`src/tmr_pkg.sv`:
```
package tmr_pkg;
    localparam logic [7:0]  ADDR_CTRL   = 8'hFB;
    localparam logic [7:0]  ADDR_MODE   = 8'hF5;
    localparam logic [7:0]  ADDR_DATA_H = 8'hF8;
    localparam logic [7:0]  ADDR_DATA_L = 8'hF9;
    localparam logic [7:0]  ADDR_CNT_H  = 8'hFC;
    localparam logic [7:0]  ADDR_CNT_L  = 8'hFD;
    localparam logic [7:0]  ADDR_PCL    = 8'hE5;
    localparam logic [7:0]  CTRL_RST    = 8'h00;
    localparam logic [7:0]  MODE_RST    = 8'h00;
    localparam logic [7:0]  PCL_RST     = 8'h00;
    localparam logic [15:0] DATA_RST    = 16'h0000;
    localparam logic [15:0] CNT_RST     = 16'h0000;
    localparam logic [15:0] CNT_MAX     = 16'hFFFF;
    localparam logic [7:0]  CTRL_WMASK  = 8'hE6;
    localparam int          CLR_BIT     = 3;
    localparam int          OVIE_BIT    = 2;
    localparam int          MIE_BIT     = 1;
    localparam int          MPND_BIT    = 0;
    localparam int          OPND_BIT    = 2;
    localparam int          PRE_W       = 10;
    localparam logic [2:0]  CLK_D1024   = 3'h0;
    localparam logic [2:0]  CLK_D256    = 3'h1;
    localparam logic [2:0]  CLK_D64     = 3'h2;
    localparam logic [2:0]  CLK_D8      = 3'h3;
    localparam logic [2:0]  CLK_D1      = 3'h4;
    localparam logic [2:0]  CLK_EXT_FALL = 3'h5;
    localparam logic [2:0]  CLK_EXT_RISE = 3'h6;
    localparam logic [2:0]  CLK_STOP    = 3'h7;
    localparam logic [1:0]  PCL_CAPTURE = 2'h0;
    localparam logic [1:0]  PCL_OUTPUT  = 2'h3;
    localparam logic [7:0]  VEC_OVF     = 8'hEA;
    localparam logic [7:0]  VEC_MATCH   = 8'hE8;
    localparam logic [7:0]  VEC_NONE    = 8'h00;
    typedef enum logic [1:0] {
        TMR_INTERVAL = 2'b00,
        TMR_CAP_FALL = 2'b01,
        TMR_CAP_RISE = 2'b10,
        TMR_PWM      = 2'b11
    } tmr_mode_t;
endpackage : tmr_pkg

```
`src/tmr_top.sv`:
```
module tmr_top (
    input  wire logic       mclk,               // System clock, 100 MHz.
    input  wire logic       arst_n,             // Asynchronous reset, active low.
    input  wire logic [7:0] reg_addr,           // Register address.
    input  wire logic       reg_wr,             // Register write strobe.
    input  wire logic       reg_rd,             // Register read strobe.
    input  wire logic [7:0] reg_wdata,          // Register write data.
    output logic      [7:0] reg_rdata,          // Register read data, one cycle after reg_rd.
    input  wire logic       ovf_ack,            // CPU serviced overflow interrupt.
    input  wire logic       match_ack,          // CPU serviced match/capture interrupt.
    output logic            overflow_interrupt, // Overflow request.
    output logic            match_capture_interrupt, // Match/capture request.
    output logic            interrupt_level_three,   // Either request.
    output logic      [7:0] irq_vector,         // Vector of the request in front.
    input  wire logic       capture_input_pin,  // Capture pin level.
    input  wire logic       external_clock_pin, // External counter clock.
    output logic            toggle_output_pin,  // Interval toggle output.
    output logic            pulse_output_pin,   // PWM output.
    output logic            capture_pin_oe_n    // Capture pin driven as output, active low.
);
    localparam int PRE_W_L = tmr_pkg::PRE_W;

    logic        rst_meta_ff;
    logic        rst_n;
    logic [1:0]  ext_sync_ff;
    logic        ext_prev_ff;
    logic [1:0]  cap_sync_ff;
    logic        cap_prev_ff;
    logic [PRE_W_L-1:0] pre_ff;
    logic [PRE_W_L-1:0] nxt_pre;
    logic [15:0] cnt_ff;
    logic [15:0] nxt_cnt;
    logic [15:0] data_ff;
    logic [15:0] nxt_data;
    logic [7:0]  ctrl_ff;
    logic [7:0]  nxt_ctrl;
    logic [7:0]  mode_ff;
    logic [7:0]  nxt_mode;
    logic [7:0]  pcl_ff;
    logic [7:0]  nxt_pcl;
    logic        mpnd_ff;
    logic        nxt_mpnd;
    logic        opnd_ff;
    logic        nxt_opnd;
    logic        tog_ff;
    logic        nxt_tog;
    logic        pwm_ff;
    logic        nxt_pwm;
    logic [7:0]  rdata_ff;
    logic [7:0]  nxt_rdata;
    logic [7:0]  vec_ff;
    logic [7:0]  nxt_vec;
    logic        tick;
    logic        ext_rise;
    logic        ext_fall;
    logic        cap_edge;
    logic        clr_wr;
    logic        match_ev;
    logic        ovf_ev;
    logic        cap_ev;
    logic        ovf_irq;
    logic        mat_irq;
    logic [2:0]  clk_sel;
    tmr_pkg::tmr_mode_t mode;

    // Reset release goes through two flops so every flop leaves reset on the same edge.
    always_ff @(posedge mclk or negedge arst_n) begin
        if (!arst_n) begin
            rst_meta_ff <= 1'b0;
            rst_n       <= 1'b0;
        end else begin
            rst_meta_ff <= 1'b1;
            rst_n       <= rst_meta_ff;
        end
    end

    // Pin synchronisers; the third flop gives the edge reference.
    always_ff @(posedge mclk or negedge rst_n) begin
        if (!rst_n) begin
            ext_sync_ff <= 2'h0;
            ext_prev_ff <= 1'b0;
            cap_sync_ff <= 2'h0;
            cap_prev_ff <= 1'b0;
        end else begin
            ext_sync_ff <= {ext_sync_ff[0], external_clock_pin};
            ext_prev_ff <= ext_sync_ff[1];
            cap_sync_ff <= {cap_sync_ff[0], capture_input_pin};
            cap_prev_ff <= cap_sync_ff[1];
        end
    end

    assign ext_rise = ext_sync_ff[1] & ~ext_prev_ff;
    assign ext_fall = ~ext_sync_ff[1] & ext_prev_ff;
    assign clk_sel  = ctrl_ff[7:5];
    assign mode     = tmr_pkg::tmr_mode_t'(mode_ff[1:0]);
    assign clr_wr   = reg_wr && (reg_addr == tmr_pkg::ADDR_CTRL) && reg_wdata[tmr_pkg::CLR_BIT];
    assign nxt_pre  = pre_ff + PRE_W_L'(1);

    // Capture needs the pin routed as capture input.
    always_comb begin
        cap_edge = 1'b0;
        if (pcl_ff[1:0] == tmr_pkg::PCL_CAPTURE) begin
            if (mode == tmr_pkg::TMR_CAP_RISE) begin
                cap_edge = cap_sync_ff[1] & ~cap_prev_ff;
            end else if (mode == tmr_pkg::TMR_CAP_FALL) begin
                cap_edge = ~cap_sync_ff[1] & cap_prev_ff;
            end
        end
    end

    always_comb begin
        case (clk_sel)
            tmr_pkg::CLK_D1024:    tick = &pre_ff[9:0];
            tmr_pkg::CLK_D256:     tick = &pre_ff[7:0];
            tmr_pkg::CLK_D64:      tick = &pre_ff[5:0];
            tmr_pkg::CLK_D8:       tick = &pre_ff[2:0];
            tmr_pkg::CLK_D1:       tick = 1'b1;
            tmr_pkg::CLK_EXT_FALL: tick = ext_fall;
            tmr_pkg::CLK_EXT_RISE: tick = ext_rise;
            tmr_pkg::CLK_STOP:     tick = 1'b0;
            default:               tick = 1'b0;
        endcase
    end

    always_comb begin
        nxt_cnt   = cnt_ff;
        nxt_data  = data_ff;
        nxt_ctrl  = ctrl_ff;
        nxt_mode  = mode_ff;
        nxt_pcl   = pcl_ff;
        nxt_mpnd  = mpnd_ff;
        nxt_opnd  = opnd_ff;
        nxt_tog   = tog_ff;
        nxt_rdata = rdata_ff;
        match_ev  = 1'b0;
        ovf_ev    = 1'b0;
        cap_ev    = 1'b0;
        if (reg_wr) begin
            case (reg_addr)
                tmr_pkg::ADDR_CTRL: begin
                    nxt_ctrl = reg_wdata & tmr_pkg::CTRL_WMASK;
                    if (!reg_wdata[tmr_pkg::MPND_BIT]) begin
                        nxt_mpnd = 1'b0;
                    end
                    if (reg_wdata[tmr_pkg::CLR_BIT]) begin
                        nxt_cnt = tmr_pkg::CNT_RST;
                    end
                end
                tmr_pkg::ADDR_MODE: begin
                    nxt_mode = {5'h00, 1'b0, reg_wdata[1:0]};
                    if (!reg_wdata[tmr_pkg::OPND_BIT]) begin
                        nxt_opnd = 1'b0;
                    end
                end
                tmr_pkg::ADDR_DATA_H: nxt_data[15:8] = reg_wdata;
                tmr_pkg::ADDR_DATA_L: nxt_data[7:0] = reg_wdata;
                tmr_pkg::ADDR_PCL:    nxt_pcl = reg_wdata;
                default: begin
                end
            endcase
        end
        if (ovf_ack) begin
            nxt_opnd = 1'b0;
        end
        if (match_ack) begin
            nxt_mpnd = 1'b0;
        end
        // A clear written in the same cycle wins over the tick.
        if (tick && !clr_wr) begin
            if (mode == tmr_pkg::TMR_INTERVAL && cnt_ff == data_ff) begin
                match_ev = 1'b1;
                nxt_cnt  = tmr_pkg::CNT_RST;
                nxt_tog  = ~tog_ff;
            end else begin
                nxt_cnt = cnt_ff + 16'h0001;
                ovf_ev  = (cnt_ff == tmr_pkg::CNT_MAX);
                if (mode == tmr_pkg::TMR_PWM && cnt_ff == data_ff) begin
                    match_ev = 1'b1;
                end
            end
        end
        // A capture edge beats a CPU write of the reference in the same cycle.
        if (cap_edge) begin
            cap_ev   = 1'b1;
            nxt_data = cnt_ff;
        end
        // Hardware events are applied last so a set beats any clear.
        if (match_ev || cap_ev) begin
            nxt_mpnd = 1'b1;
        end
        if (ovf_ev) begin
            nxt_opnd = 1'b1;
        end
        if (reg_rd) begin
            case (reg_addr)
                tmr_pkg::ADDR_CTRL:   nxt_rdata = ctrl_ff | {7'h00, mpnd_ff};
                tmr_pkg::ADDR_MODE:   nxt_rdata = {5'h00, opnd_ff, mode_ff[1:0]};
                tmr_pkg::ADDR_DATA_H: nxt_rdata = data_ff[15:8];
                tmr_pkg::ADDR_DATA_L: nxt_rdata = data_ff[7:0];
                tmr_pkg::ADDR_CNT_H:  nxt_rdata = cnt_ff[15:8];
                tmr_pkg::ADDR_CNT_L:  nxt_rdata = cnt_ff[7:0];
                tmr_pkg::ADDR_PCL:    nxt_rdata = pcl_ff;
                default:              nxt_rdata = 8'h00;
            endcase
        end
    end

    // The PWM pin is registered, so it follows the compare one cycle late.
    assign nxt_pwm = (mode == tmr_pkg::TMR_PWM) && (data_ff > cnt_ff);
    assign ovf_irq = opnd_ff & ctrl_ff[tmr_pkg::OVIE_BIT];
    assign mat_irq = mpnd_ff & ctrl_ff[tmr_pkg::MIE_BIT];

    always_comb begin
        if (mat_irq) begin
            nxt_vec = tmr_pkg::VEC_MATCH;
        end else if (ovf_irq) begin
            nxt_vec = tmr_pkg::VEC_OVF;
        end else begin
            nxt_vec = tmr_pkg::VEC_NONE;
        end
    end

    always_ff @(posedge mclk or negedge rst_n) begin
        if (!rst_n) begin
            pre_ff   <= '0;
            cnt_ff   <= tmr_pkg::CNT_RST;
            data_ff  <= tmr_pkg::DATA_RST;
            ctrl_ff  <= tmr_pkg::CTRL_RST;
            mode_ff  <= tmr_pkg::MODE_RST;
            pcl_ff   <= tmr_pkg::PCL_RST;
            mpnd_ff  <= 1'b0;
            opnd_ff  <= 1'b0;
            tog_ff   <= 1'b0;
            pwm_ff   <= 1'b0;
            rdata_ff <= 8'h00;
            vec_ff   <= tmr_pkg::VEC_NONE;
        end else begin
            pre_ff   <= nxt_pre;
            cnt_ff   <= nxt_cnt;
            data_ff  <= nxt_data;
            ctrl_ff  <= nxt_ctrl;
            mode_ff  <= nxt_mode;
            pcl_ff   <= nxt_pcl;
            mpnd_ff  <= nxt_mpnd;
            opnd_ff  <= nxt_opnd;
            tog_ff   <= nxt_tog;
            pwm_ff   <= nxt_pwm;
            rdata_ff <= nxt_rdata;
            vec_ff   <= nxt_vec;
        end
    end

    assign reg_rdata               = rdata_ff;
    assign overflow_interrupt      = ovf_irq;
    assign match_capture_interrupt = mat_irq;
    assign interrupt_level_three   = ovf_irq | mat_irq;
    assign irq_vector              = vec_ff;
    assign toggle_output_pin       = tog_ff;
    assign pulse_output_pin        = pwm_ff;
    assign capture_pin_oe_n        = ~(pcl_ff[1:0] == tmr_pkg::PCL_OUTPUT);
endmodule : tmr_top

```
`config.mk`:
```
export PLATFORM = sky130hd
export DESIGN_NAME = tmr_top
export DESIGN_NICKNAME = d
export VERILOG_FILES = /design/src/tmr_pkg.sv /design/src/tmr_top.sv
export SDC_FILE = /design/constraint.sdc
export NUM_CORES = 1
export LEC_CHECK = 0
export ABC_AREA = 1
export BUFFER_PORTS_ARGS = -buffer_cell sky130_fd_sc_hd__clkbuf_2
export CORE_MARGIN = 4
export CORE_UTILIZATION = 40
export DETAILED_ROUTE_END_ITERATION = 8
export PLACE_DENSITY = 0.64
export RECOVER_POWER = 25
export SLEW_MARGIN = 10
export SYNTH_ARGS = -nofsm -noshare
export SYNTH_HDL_FRONTEND = slang
export SYNTH_SLANG_ARGS = --single-unit
```
`constraint.sdc`:
```
create_clock -name mclk -period 3.34 [get_ports mclk]
set_input_delay 0.501 -clock mclk [delete_from_list [all_inputs] [get_ports mclk]]
set_output_delay 0.501 -clock mclk [all_outputs]
set_load 0.05 [all_outputs]
```
==> results.md <==
* TritonCTS clock tree: yes
* Residual overflow from global routing at 0
* Final core occ at 45.66%
* Height of the chip at 118.3 um
* Number of DRC markers in iteration 0 at 493
* Clock insertion delay at the later pin of the skew report at 0.35 ns
* Hold wc startpoint: external_clock_pin
* DP HPWL at 10.02 mm
* Final instance area at 5461 um2
* Area contributors post-synth: sky130_fd_sc_hd__dfrtp_1 41%, sky130_fd_sc_hd__nand2_1 16%, sky130_fd_sc_hd__nand3_1 6.4%
* Global-route wire length before repair at 22.00 mm
* F_max at 445.3 MHz
* Number of instances in the synthesized netlist at 661
* Ant diodes at 0
* Number of buffers inserted during clock tree synthesis at 9
* H-tree lvl count at 3
* Portion of the post-synthesis area used by sequential elements at 40.60%
* Reg-to-reg startpoint: cnt_ff[13]$_DFFE_PN0P_
* Core footprint at 11,960 um2
* Summed instance area of the synthesized netlist at 4870 um2
* Initial antenna violation count at 0
* Share of the cycle needed by the critical path after routing at 67.23%
* 1st-pass router iterations at 5
* Cell occurring most often along the worst timing path: sky130_fd_sc_hd__nand2_1
* Top Ports at 46
* Final RePlAce weighted congestion at 0.9268
* Total of buffers placed on input and output ports at 42
* Required time reported for the critical path endpoint at 3.58 ns
* Min cycle time layout at 2.246 ns
* Vias in the first global route at 4,171
* Number of flops mapped to enable cells by yosys at 0
* Outcome: finished, violations left
* Violated checks: capacitance limit, slew limit
* Reg2reg setup slack at 1.09 ns
* Placed cell area at 5150 um2
* Synthesized flop and latch total at 79
* Leakage power summed over all cells at 2.719 nW
* Hold Path Cell Cnt at 1
* Initial Utilization at 40.71%
* Arrival time at the worst endpoint at 2.48 ns
* CTS max path bufs at 2
* Endpoints failing setup at 0
* Share of synthesized registers carrying an async set or reset at 100.0%
* Worst hold path type: in2reg
* Number of cell rows at 40
* P&R area growth vs syn at 12.15%
* Reg clk slew, reported paths at 0.06 ns
* # resized after CTS at 0
* Maximum number of pins on one net before global-route repair at 78
* Max-Slew Margin vs Limit at -14.68%
* Max-slew violations at 78
* Number of nets in the final layout at 740
* Most used DFF post-synth: sky130_fd_sc_hd__dfrtp_1
* Worst setup skew after layout at 0.008265 ns
* Nature of the critical path endpoint: register
* DRC violation count after routing at 0
* Max-capacitance violation count at 1
* Worst Setup Slack, final at 1.094 ns
* Hold endpoint: ext_sync_ff[0]$_DFF_PN0_
* Worst VDD drop at 254.2 uV
* Highest fanout seen on the critical path at 14
* Area share of the largest cell type after synthesis at 40.60%
* Post-place setup slack at 1.035 ns
* Mean post-synth cell area at 7.367 um2
* Via count normalized by instance count at 5.287
* Power Dens Cells at 530.9 nW/um2
* R2R Path End: toggle_output_pin$_DFFE_PN0P_
* Standard cell with the maximum stage delay on the critical path: sky130_fd_sc_hd__dfrtp_1
* Worst path max stage delay at 0.52 ns
* Buffer cell driving the clock tree root: sky130_fd_sc_hd__clkbuf_16
* Number of hold violations in the final report at 0
* Total negative slack at 0 ns
* Total global-route track usage at 19.77%
* Yosys warns at 0
* Post-route antenna net violation count at 0
* Area leader, netlist: sky130_fd_sc_hd__dfrtp_1
* Post-DR wirelength/cell at 15.79 um
* Die Width at 118.3 um
* Share of final-layout standard cells stronger than drive strength 1 at 13.53%
* Critical path launch point type: register
* Number of cell instances on the worst register-to-register path at 11
* Worst-margin pin slew at 1.720 ns
* Unrepaired setup endpoints after global routing: false
* Die area at 14,000 um2
* Sum of routed wire length over all layers at 13.41 mm
* Clock sink total at 79
* Cell-by-cell trace of the critical path: inv_1 > ha_1 > nand2_1 > nor2_1 > nand2_1 > nor2_1 > nand2_1 > inv_2 > nand4_1 > nand2_1 > nand2_1
* Vias after detailed routing at 4,489
* Count of distinct cell types in the synthesized netlist at 38
* Type of the worst setup path: reg2reg
critical path: cells and delay by family, from the launching register on:
family / cells / cell delay (ns)
buffers and inverters: 2 / 0.40
adders and majority gates: 1 / 0.32
DFF: 1 / 0.52
and+or+nand+nor: 8 / 0.90
layer usage:
layer / track usage [%] / part of all wire, % / up-vias
li1: - / - / 2210
met1: 26.59 / 46 / 2116
met2: 30.94 / 46 / 137
met3: 4.450 / 5.3 / 26
met4: 7.766 / 2.4 / 0
met5: 0 / 0 / -
flip-flops by register name, indices dropped and copies added, names as in the netlist, 2 cells and up:
signal       count
ext_sync_ff      2
mode_ff          2
reg_rdata        8
data_ff         16
pre_ff          10
cap_sync_ff      2
irq_vector       2
ctrl_ff          5
pcl_ff           8
cnt_ff          16
synth_stat cells (2+ instances only):
| cell | instances |
|---|---|
| sky130_fd_sc_hd__clkbuf_1 | 4 |
| sky130_fd_sc_hd__nor3_1 | 5 |
| sky130_fd_sc_hd__nor2_1 | 67 |
| sky130_fd_sc_hd__a21oi_1 | 13 |
| sky130_fd_sc_hd__xor2_1 | 9 |
| sky130_fd_sc_hd__buf_2 | 7 |
| sky130_fd_sc_hd__o21ai_1 | 19 |
| sky130_fd_sc_hd__buf_4 | 9 |
| sky130_fd_sc_hd__inv_1 | 55 |
| sky130_fd_sc_hd__nand2_2 | 5 |
| sky130_fd_sc_hd__buf_6 | 2 |
| sky130_fd_sc_hd__nand3_1 | 62 |
| sky130_fd_sc_hd__xnor2_1 | 4 |
| sky130_fd_sc_hd__conb_1 | 2 |
| sky130_fd_sc_hd__o21a_1 | 8 |
| sky130_fd_sc_hd__dfrtp_1 | 79 |
| sky130_fd_sc_hd__o21ai_0 | 21 |
| sky130_fd_sc_hd__nand4_1 | 29 |
| sky130_fd_sc_hd__nor2_4 | 5 |
| sky130_fd_sc_hd__nor2_2 | 2 |
| sky130_fd_sc_hd__nand2_1 | 202 |
| sky130_fd_sc_hd__inv_2 | 15 |
| sky130_fd_sc_hd__ha_1 | 19 |
| sky130_fd_sc_hd__nor3_2 | 3 |
| sky130_fd_sc_hd__nand3b_1 | 2 |
how the worst max path moves through the flow:
stage,startpoint,end,slack (ns),depth (start not counted)
2_1_floorplan,rst_n$_DFF_PN0_,cap_prev_ff$_DFF_PN0_,0.98,0
3_3_place_gp,reg_addr[6],mpnd_ff$_DFFE_PN0P_,1.10,8
3_5_place_dp,reg_addr[6],mpnd_ff$_DFFE_PN0P_,1.03,8
4_1_cts,cnt_ff[11]$_DFFE_PN0P_,toggle_output_pin$_DFFE_PN0P_,1.16,11
5_1_grt,cnt_ff[13]$_DFFE_PN0P_,toggle_output_pin$_DFFE_PN0P_,0.93,11
6_report,cnt_ff[13]$_DFFE_PN0P_,toggle_output_pin$_DFFE_PN0P_,1.09,11
power by group:
part	total [mW]	internal, mW	switching, mW
sequential	1.25	1.09	0.160
combinational	0.621	0.235	0.386
clock	1.03	0.608	0.419
through the flow:
stage | std cells | power [mW] | hold WS (ns)
floorplan | 663 | 1.700 | 0.2054
global placement | 832 | 1.865 | 0.2872
detailed placement | 832 | 1.885 | 0.2889
CTS | 849 | 2.929 | 0.2378
global route | 849 | 3.078 | 0.2423
finish | 849 | 2.900 | 0.2548
cells in the final DEF (no fill, tap or decap), drive strengths merged:
cell and count:
clkbuf 53, and3 1, o21ai 41, xor2 9, o21a 8, and2 2, nand2 208, clkinv 3
dlygate4sd3 1, nand4 30, nor2 75, nand3 64, buf 2, o21bai 1, inv 72, nand3b 2
bufinv 1, dfrtp 79, conb 4, o31ai 1, xnor2 4, a21oi 13, nor3 9, ha 19
logic make-up after synthesis:
kind of cell | Yosys count | synth area share [%]
xor gates and xnor gates | 13 | 2.338
buffers and inverters | 93 | 8.350
AOI/OAI and AO/OA | 64 | 7.169
other | 2 | 0.1542
adders and majority gates | 19 | 4.882
DFF | 79 | 40.60
and+or+nand+nor | 391 | 36.51
final cells by class:
cell class	instances	area [um2]
clock buffer	11	242.7
clock inverter	5	65.06
fill	1211	6500
inverter	71	266.5
multi-input combinational	491	2491
sequential	79	1978
tap	147	183.9
timing repair buffer	45	234.0
what timing repair did:
item                      4_1_cts  5_1_grt
hold buffers                    1        0
hold endpoints to repair        2        0
setup buffers                   0        0
(Power assumes the default switching activity.)
